<file path="src/eips_pkg.sv">
// package: constants for the external interrupt pin switch flag block
//------------------------------------------------------------
// What this block and its software do
// RULE1: irq flag sets when function bit goes 0->1, pin low, falling edge select.
// RULE2: irq flag sets when function bit goes 1->0, pin low, rising edge select.
// RULE3: wake flag sets when wake function bit goes 0->1 while pin low.
// RULE4: flag clear issued right after a pin-function access is ignored.
// RULE5: software masks, writes function bit, waits one instruction, then clears.
// RULE6: software clears flag after switching, or holds pin high during switch.
// RULE7: edge detector sees constant high while pin not in interrupt function.
// RULE8: wake flag sets on falling edge while pin assigned to wake use.
// RULE9: flags clear only by writing zero; one writes and acceptance do nothing.
// RULE10: each irq pin detects rising or falling edge per its edge select bit.
//------------------------------------------------------------
`default_nettype none
package eips_pkg;
   localparam int EIPS_IRQ_N = 5;
   localparam int EIPS_WAKE_N = 8;
   localparam int EIPS_SYNC_STAGES = 3;
   // clear blocked for this many instruction slots after a function access
   localparam int EIPS_CLR_HOLDOFF = 1;
   localparam logic [4:0] EIPS_IRQ_FLAG_RST = 5'h0_0;
   localparam logic [7:0] EIPS_WAKE_FLAG_RST = 8'h0_0;
   localparam logic [4:0] EIPS_IRQ_FUNC_RST = 5'h0_0;
   localparam logic [7:0] EIPS_WAKE_FUNC_RST = 8'h0_0;
   localparam logic [4:0] EIPS_EDGE_RST = 5'h0_0;
endpackage
`default_nettype wire

</file>
<file path="src/eips_edge.sv">
// module: pin synchroniser, function gating and edge detector for one pin
`timescale 1ns/1ps
`default_nettype none
module eips_edge
   import eips_pkg::*;
(
   // clock and reset
   input wire logic i_sys_clk,
   input wire logic i_reset_n,
   // pin and control
   input wire logic i_pin,
   input wire logic i_func,
   input wire logic i_rise_sel,
   // detected edge
   output logic o_edge
);
   //------------------------------------------------------------
   // synchroniser
   //------------------------------------------------------------
   // three stages; a change counts once stages two and three agree
   logic s1_q, s2_q, s3_q, seen_q, gated_q;
   logic gated_d;
   always_ff @(posedge i_sys_clk) begin
      if (!i_reset_n) begin
         s1_q <= 1'b1;
         s2_q <= 1'b1;
         s3_q <= 1'b1;
         seen_q <= 1'b1;
         gated_q <= 1'b1;
      end else begin
         s1_q <= i_pin;
         s2_q <= s1_q;
         s3_q <= s2_q;
         if (s2_q == s3_q) begin
            seen_q <= s3_q;
         end
         gated_q <= gated_d;
      end
   end
   // RULE7: detector forced high
   // unassigned pin looks high, so switching the function makes the edge
   assign gated_d = i_func ? seen_q : 1'b1;
   // RULE10: edge per select
   wire fall_w = gated_q & ~gated_d;
   wire rise_w = ~gated_q & gated_d;
   assign o_edge = i_rise_sel ? rise_w : fall_w;
endmodule
`default_nettype wire

</file>
<file path="src/eips_top.sv">
// module: external interrupt and wake request flags with pin switch effects
`timescale 1ns/1ps
`default_nettype none
module eips_top
   import eips_pkg::*;
(
   // clock and reset
   input wire logic i_sys_clk,
   input wire logic i_reset_n,
   // external pins, active low requests
   input wire logic [EIPS_IRQ_N-1:0] i_irq_pin_n,
   input wire logic [EIPS_WAKE_N-1:0] i_wake_pin_n,
   // cpu write strobes and data
   input wire logic i_irq_func_we,
   input wire logic [EIPS_IRQ_N-1:0] i_irq_func_wdata,
   input wire logic i_wake_func_we,
   input wire logic [EIPS_WAKE_N-1:0] i_wake_func_wdata,
   input wire logic i_edge_we,
   input wire logic [EIPS_IRQ_N-1:0] i_edge_wdata,
   input wire logic i_irq_flag_we,
   input wire logic [EIPS_IRQ_N-1:0] i_irq_flag_wdata,
   input wire logic i_wake_flag_we,
   input wire logic [EIPS_WAKE_N-1:0] i_wake_flag_wdata,
   // one pulse per retired instruction
   input wire logic i_instr_done,
   // register contents
   output logic [EIPS_IRQ_N-1:0] o_irq_func,
   output logic [EIPS_WAKE_N-1:0] o_wake_func,
   output logic [EIPS_IRQ_N-1:0] o_edge_sel,
   output logic [EIPS_IRQ_N-1:0] o_irq_flag,
   output logic [EIPS_WAKE_N-1:0] o_wake_flag
);
   //------------------------------------------------------------
   // control registers
   //------------------------------------------------------------
   logic [EIPS_IRQ_N-1:0] irq_func_q, edge_q, irq_flag_q, irq_flag_d, irq_edge;
   logic [EIPS_WAKE_N-1:0] wake_func_q, wake_flag_q, wake_flag_d, wake_edge;
   logic holdoff_q;
   always_ff @(posedge i_sys_clk) begin
      if (!i_reset_n) begin
         irq_func_q <= EIPS_IRQ_FUNC_RST;
         wake_func_q <= EIPS_WAKE_FUNC_RST;
         edge_q <= EIPS_EDGE_RST;
      end else begin
         if (i_irq_func_we) irq_func_q <= i_irq_func_wdata;
         if (i_wake_func_we) wake_func_q <= i_wake_func_wdata;
         if (i_edge_we) edge_q <= i_edge_wdata;
      end
   end
   //------------------------------------------------------------
   // clear holdoff
   //------------------------------------------------------------
   // RULE4: clear blocked after access
   // the next instruction after a function access cannot clear; the
   // holdoff lasts until one more instruction retires (RULE5 relies on it)
   wire func_acc_w = i_irq_func_we | i_wake_func_we;
   always_ff @(posedge i_sys_clk) begin
      if (!i_reset_n) begin
         holdoff_q <= 1'b0;
      end else if (func_acc_w) begin
         holdoff_q <= 1'b1;
      end else if (i_instr_done) begin
         holdoff_q <= 1'b0;
      end
   end
   wire clr_ok_w = ~holdoff_q & ~func_acc_w;
   //------------------------------------------------------------
   // edge detectors
   //------------------------------------------------------------
   // RULE1: falling select on enable
   // RULE2: rising select on disable
   // low pin: enabling gives 1->0, disabling gives 0->1 at the detector
   genvar g;
   generate
      for (g = 0; g < EIPS_IRQ_N; g++) begin : g_irq
         eips_edge u_edge (
            .i_sys_clk(i_sys_clk),
            .i_reset_n(i_reset_n),
            .i_pin(i_irq_pin_n[g]),
            .i_func(irq_func_q[g]),
            .i_rise_sel(edge_q[g]),
            .o_edge(irq_edge[g])
         );
      end
      // RULE3: wake enable while low
      // RULE8: wake falling edge
      for (g = 0; g < EIPS_WAKE_N; g++) begin : g_wake
         eips_edge u_edge (
            .i_sys_clk(i_sys_clk),
            .i_reset_n(i_reset_n),
            .i_pin(i_wake_pin_n[g]),
            .i_func(wake_func_q[g]),
            .i_rise_sel(1'b0),
            .o_edge(wake_edge[g])
         );
      end
   endgenerate
   //------------------------------------------------------------
   // request flags
   //------------------------------------------------------------
   // RULE9: clear by zero only
   // set wins over a clear landing in the same cycle
   wire [EIPS_IRQ_N-1:0] irq_clr_w = (i_irq_flag_we & clr_ok_w) ?
      ~i_irq_flag_wdata : '0;
   wire [EIPS_WAKE_N-1:0] wake_clr_w = (i_wake_flag_we & clr_ok_w) ?
      ~i_wake_flag_wdata : '0;
   assign irq_flag_d = (irq_flag_q & ~irq_clr_w) | irq_edge;
   assign wake_flag_d = (wake_flag_q & ~wake_clr_w) | wake_edge;
   always_ff @(posedge i_sys_clk) begin
      if (!i_reset_n) begin
         irq_flag_q <= EIPS_IRQ_FLAG_RST;
         wake_flag_q <= EIPS_WAKE_FLAG_RST;
      end else begin
         irq_flag_q <= irq_flag_d;
         wake_flag_q <= wake_flag_d;
      end
   end
   assign o_irq_func = irq_func_q;
   assign o_wake_func = wake_func_q;
   assign o_edge_sel = edge_q;
   assign o_irq_flag = irq_flag_q;
   assign o_wake_flag = wake_flag_q;
endmodule
`default_nettype wire

</file>
<file path="config.mk">
export PLATFORM = sky130hd
export DESIGN_NAME = eips_top
export DESIGN_NICKNAME = d
export VERILOG_FILES = /design/src/eips_pkg.sv /design/src/eips_edge.sv /design/src/eips_top.sv
export SDC_FILE = /design/constraint.sdc
export NUM_CORES = 1
export LEC_CHECK = 0
export BUFFER_PORTS_ARGS = -buffer_cell sky130_fd_sc_hd__buf_4
export CAP_MARGIN = 20
export CORE_ASPECT_RATIO = 0.5
export CORE_MARGIN = 3
export CORE_UTILIZATION = 56
export CTS_CLUSTER_SIZE = 24
export DETAILED_ROUTE_END_ITERATION = 8
export PLACE_DENSITY = 0.83
export REMOVE_ABC_BUFFERS = 1
export SYNTH_ARGS = -nofsm -noshare
export SYNTH_HDL_FRONTEND = slang
export SYNTH_SLANG_ARGS = --single-unit
</file>
<file path="constraint.sdc">
create_clock -name i_sys_clk -period 3.7 [get_ports i_sys_clk]
set_clock_uncertainty 0.1 [all_clocks]
set_input_delay 0.74 -clock i_sys_clk [delete_from_list [all_inputs] [get_ports i_sys_clk]]
set_output_delay 0.74 -clock i_sys_clk [all_outputs]
set_load 0.02 [all_outputs]
</file>
==> metrics.md <==
| Metric | Value |
|---|---|
| Die Footprint | 7057 µm² |
| Port Buf Inserts | 82 |
| Worst-path fanout max | 5 |
| Synth area leaders | dfxtp_1 57%, nand2b_1 8.1%, mux2i_1 5.3%, buf_4 4.4%, nor2b_1 4.4% |
| Rel. slew slack | 0.4106 |
| Crit path arrival time | 0.93 ns |
| H-Tree Depth | 3 |
| Die Width | 115.8 µm |
| Final setup viols | 0 |
| CTS buffer count | 9 |
| Avg Inst Size Synth | 10.76 µm² |
| Total Wirelength | 6194 µm |
| Layout cell share with drive strength beyond 1 | 0.2842 |
| Critical path class | reg -> out |
| Final net count | approximately 430 |
| Count leader, synth | dfxtp_1 |
| Largest area contributor in the netlist | dfxtp_1 |
| Initial core utilization | 0.5971 |
| Launch point of the worst path | o_irq_func[2] |
| Hold violation count in the final report | 0 |
| Max-Cap Viols | 0 |
| Worst r2r src | holdoff_q |
| DRT Pass-1 Iters | 4 |
| Final RePlAce weighted congestion | around 0.7 |
| Critical path required time | 2.86 ns |
| Total gr overflow | 0 |
| Finished Cell Area | ~4200 µm² |
| Initial antenna violation count | 0 |
| Worst-path clk slew | 0.07 ns |
| Diodes inserted | 0 |
| Worst Min Path Start | g_irq[0].u_edge.s1_q |
| IO Count | 83 |
| Number of synthesized register bits | 97 |
| Worst Setup End Kind | output pin |
| Initial DRC Count | 114 |
| Worst path cell trace | buf_4 |
| # DRC | 0 |
| Outcome | finished clean |
| Largest net degree at the start of global routing | between 90 and 100 |
| Yosys warnings | 0 |
| WL/cell | 13.67 µm |
| Number of synthesized flops with an enable pin | 0 |
| Post-CTS setup buffers | 0 |
| Vias in the first global route | 2180 |
| Synth Cell Area | 3378 µm² |
| Final Cycle Share | 0.4777 |
| Clk_lat worst skew | between 0.3 and 0.4 ns |
| Die Ht | approximately 61 µm |
| Post-cts sizing count | 0 |
| CTS tree | yes |
| Synth top cells by count | 97 x dfxtp_1, 44 x nand2b_1, 26 x o21ai_1, 24 x nor2b_1, 20 x buf_4 |
| CP max-delay cell | dfxtp_1 |
| Largest stage delay on the critical path | 0.42 ns |
| Placement Rows | 19 |
| Detail Route Antenna Nets | 0 |
| Crit path max-delay family | flip-flops |
| Fill count | 396 |
| Final slew viol count | 0 |
| Lkg Pwr | between 0.0015 and 0.002 µW |
| RSZ-0062 raised after global routing | false |
| GRT Resource Usage Total | 0.1832 |
| Worst-margin pin slew | 0.8841 ns |
| Clock Sinks | 97 |
| Area Overhead vs Synth | 23.89% |
| Register area share after synthesis | 0.5748 |
| Root buffer cell | clkbuf_16 |
| Peak Freq | around 0.57 GHz |
| Setup_tns | 0 ns |
| Pwr Total | 2177 µW |
| Synth async-reset ratio | 0 |
| Core box area | 5658 µm² |
| Routed vias/inst | 5.024 |
| Hold-fix buffers, CTS | 0 |
| Period minus WS final | 1.768 ns |
| Fin util | 0.7397 |
| CTS max path bufs | 2 |
| Via count | 2276 |
| PD cells | 520.2 nW/µm² |
| Top cell type's share of synthesized area | 0.5748 |
| Worst hold path class | reg -> reg |
| Worst Path Buf+Inv | 1 |
| Dpl cell area | 3875 µm² |
| Count of different cell masters after synthesis | 17 |
| Top FF cell, synth | dfxtp_1 |
| Critical Path Source Type | flop |
| Detail Placement HPWL | 4089 µm |
| Post-Syn Instances | 314 |
| Worst VDD drop | 0.2841 mV |
| First-pass GRT wire length | 9722 µm |
==> layer usage <==
| layer | global-route usage | part of all wire | vias to the layer above |
|---|---|---|---|
| met4 | 0.08926 | 0.017 | 0 |
| met1 | 0.1889 | 0.42 | 1059 |
| met3 | 0.05876 | 0.046 | 10 |
| met5 | 0 | 0 | - |
| li1 | - | - | 1157 |
| met2 | 0.3467 | 0.52 | 50 |
==> report_power, final <==
group	leakage [µW]	internal [µW]	total [µW]	switching [µW]
logic	0.000837	76.7	138	61.4
clock network	0.000146	537	947	410
registers	0.000795	1070	1090	18.7
total	0.00178	1690	2180	490
==> area by class of cell <==
type | count | area [µm²] | share of cell area
Clock buffer | 9 | 225.2 | 0.05381
Clock inverter | 7 | 85.08 | 0.02033
Inverter | 8 | 30.03 | 0.007175
Multi-Input combinational cell | 177 | 1196 | 0.2858
Sequential cell | 97 | 1942 | 0.4640
Tap cell | 73 | 91.34 | 0.02182
Timing Repair Buffer | 82 | 615.6 | 0.1471
==> through the flow <==
stage	hold slack [ns]	setup slack, ns	instances
6_report	0.3088	1.932	453
4_1_cts	0.3124	1.929	453
3_5_place_dp	0.2948	1.644	437
3_3_place_gp	0.2878	1.678	437
5_1_grt	0.3214	1.892	453
2_1_floorplan	0.2863	1.947	282
==> final timing paths <==
check / depth (start not counted) / endpoint / slack (ns)
worst max-delay path: 1 / o_irq_func[2] / 1.93
worst min-delay path: 1 / g_irq[0].u_edge.s2_q / 0.31
worst max register to register: 3 / o_wake_flag[2] / 2.25
worst min register to register: 1 / g_irq[0].u_edge.s2_q / 0.31
==> cells in the final DEF, fill, tap and decap left out, drive strengths merged <==
cell type  netlist  routed
nand3b          13      13
a21oi           18      18
clkinvlp         0       2
nand2b          44      44
dfxtp           97      97
mux2i           18      18
o211ai           8       8
a21boi           5       5
buf             22      82
o21ai           26      26
clkbuf          10       9
nor2            13      13
or4b             2       2
o31a             1       1
inv              8      11
clkinv           0       1
nor2b           24      24
nor4bb           5       5
bufinv           0       1
==> cells by family after synthesis <==
group                  synth area share
DFF                              0.5748
muxes                           0.05333
AOI/OAI and AO/OA                0.1085
buffers and inverters           0.07111
and+or+nand+nor                  0.1922
==> flip-flops by register name, summed over array words and instances, names as in the netlist <==
name and cells:
g_irq.u_edge.gated_q 5, o_wake_flag 8, g_wake.u_edge.seen_q 8, o_irq_flag 5, holdoff_q 1, o_irq_func 5
g_wake.u_edge.s3_q 8, g_wake.u_edge.gated_q 8, o_wake_func 8, g_wake.u_edge.s1_q 8, g_wake.u_edge.s2_q 8, g_irq.u_edge.s2_q 5
g_irq.u_edge.seen_q 5, g_irq.u_edge.s3_q 5, g_irq.u_edge.s1_q 5, o_edge_sel 5
No activity file was read; power rests on OpenSTA's default activity.
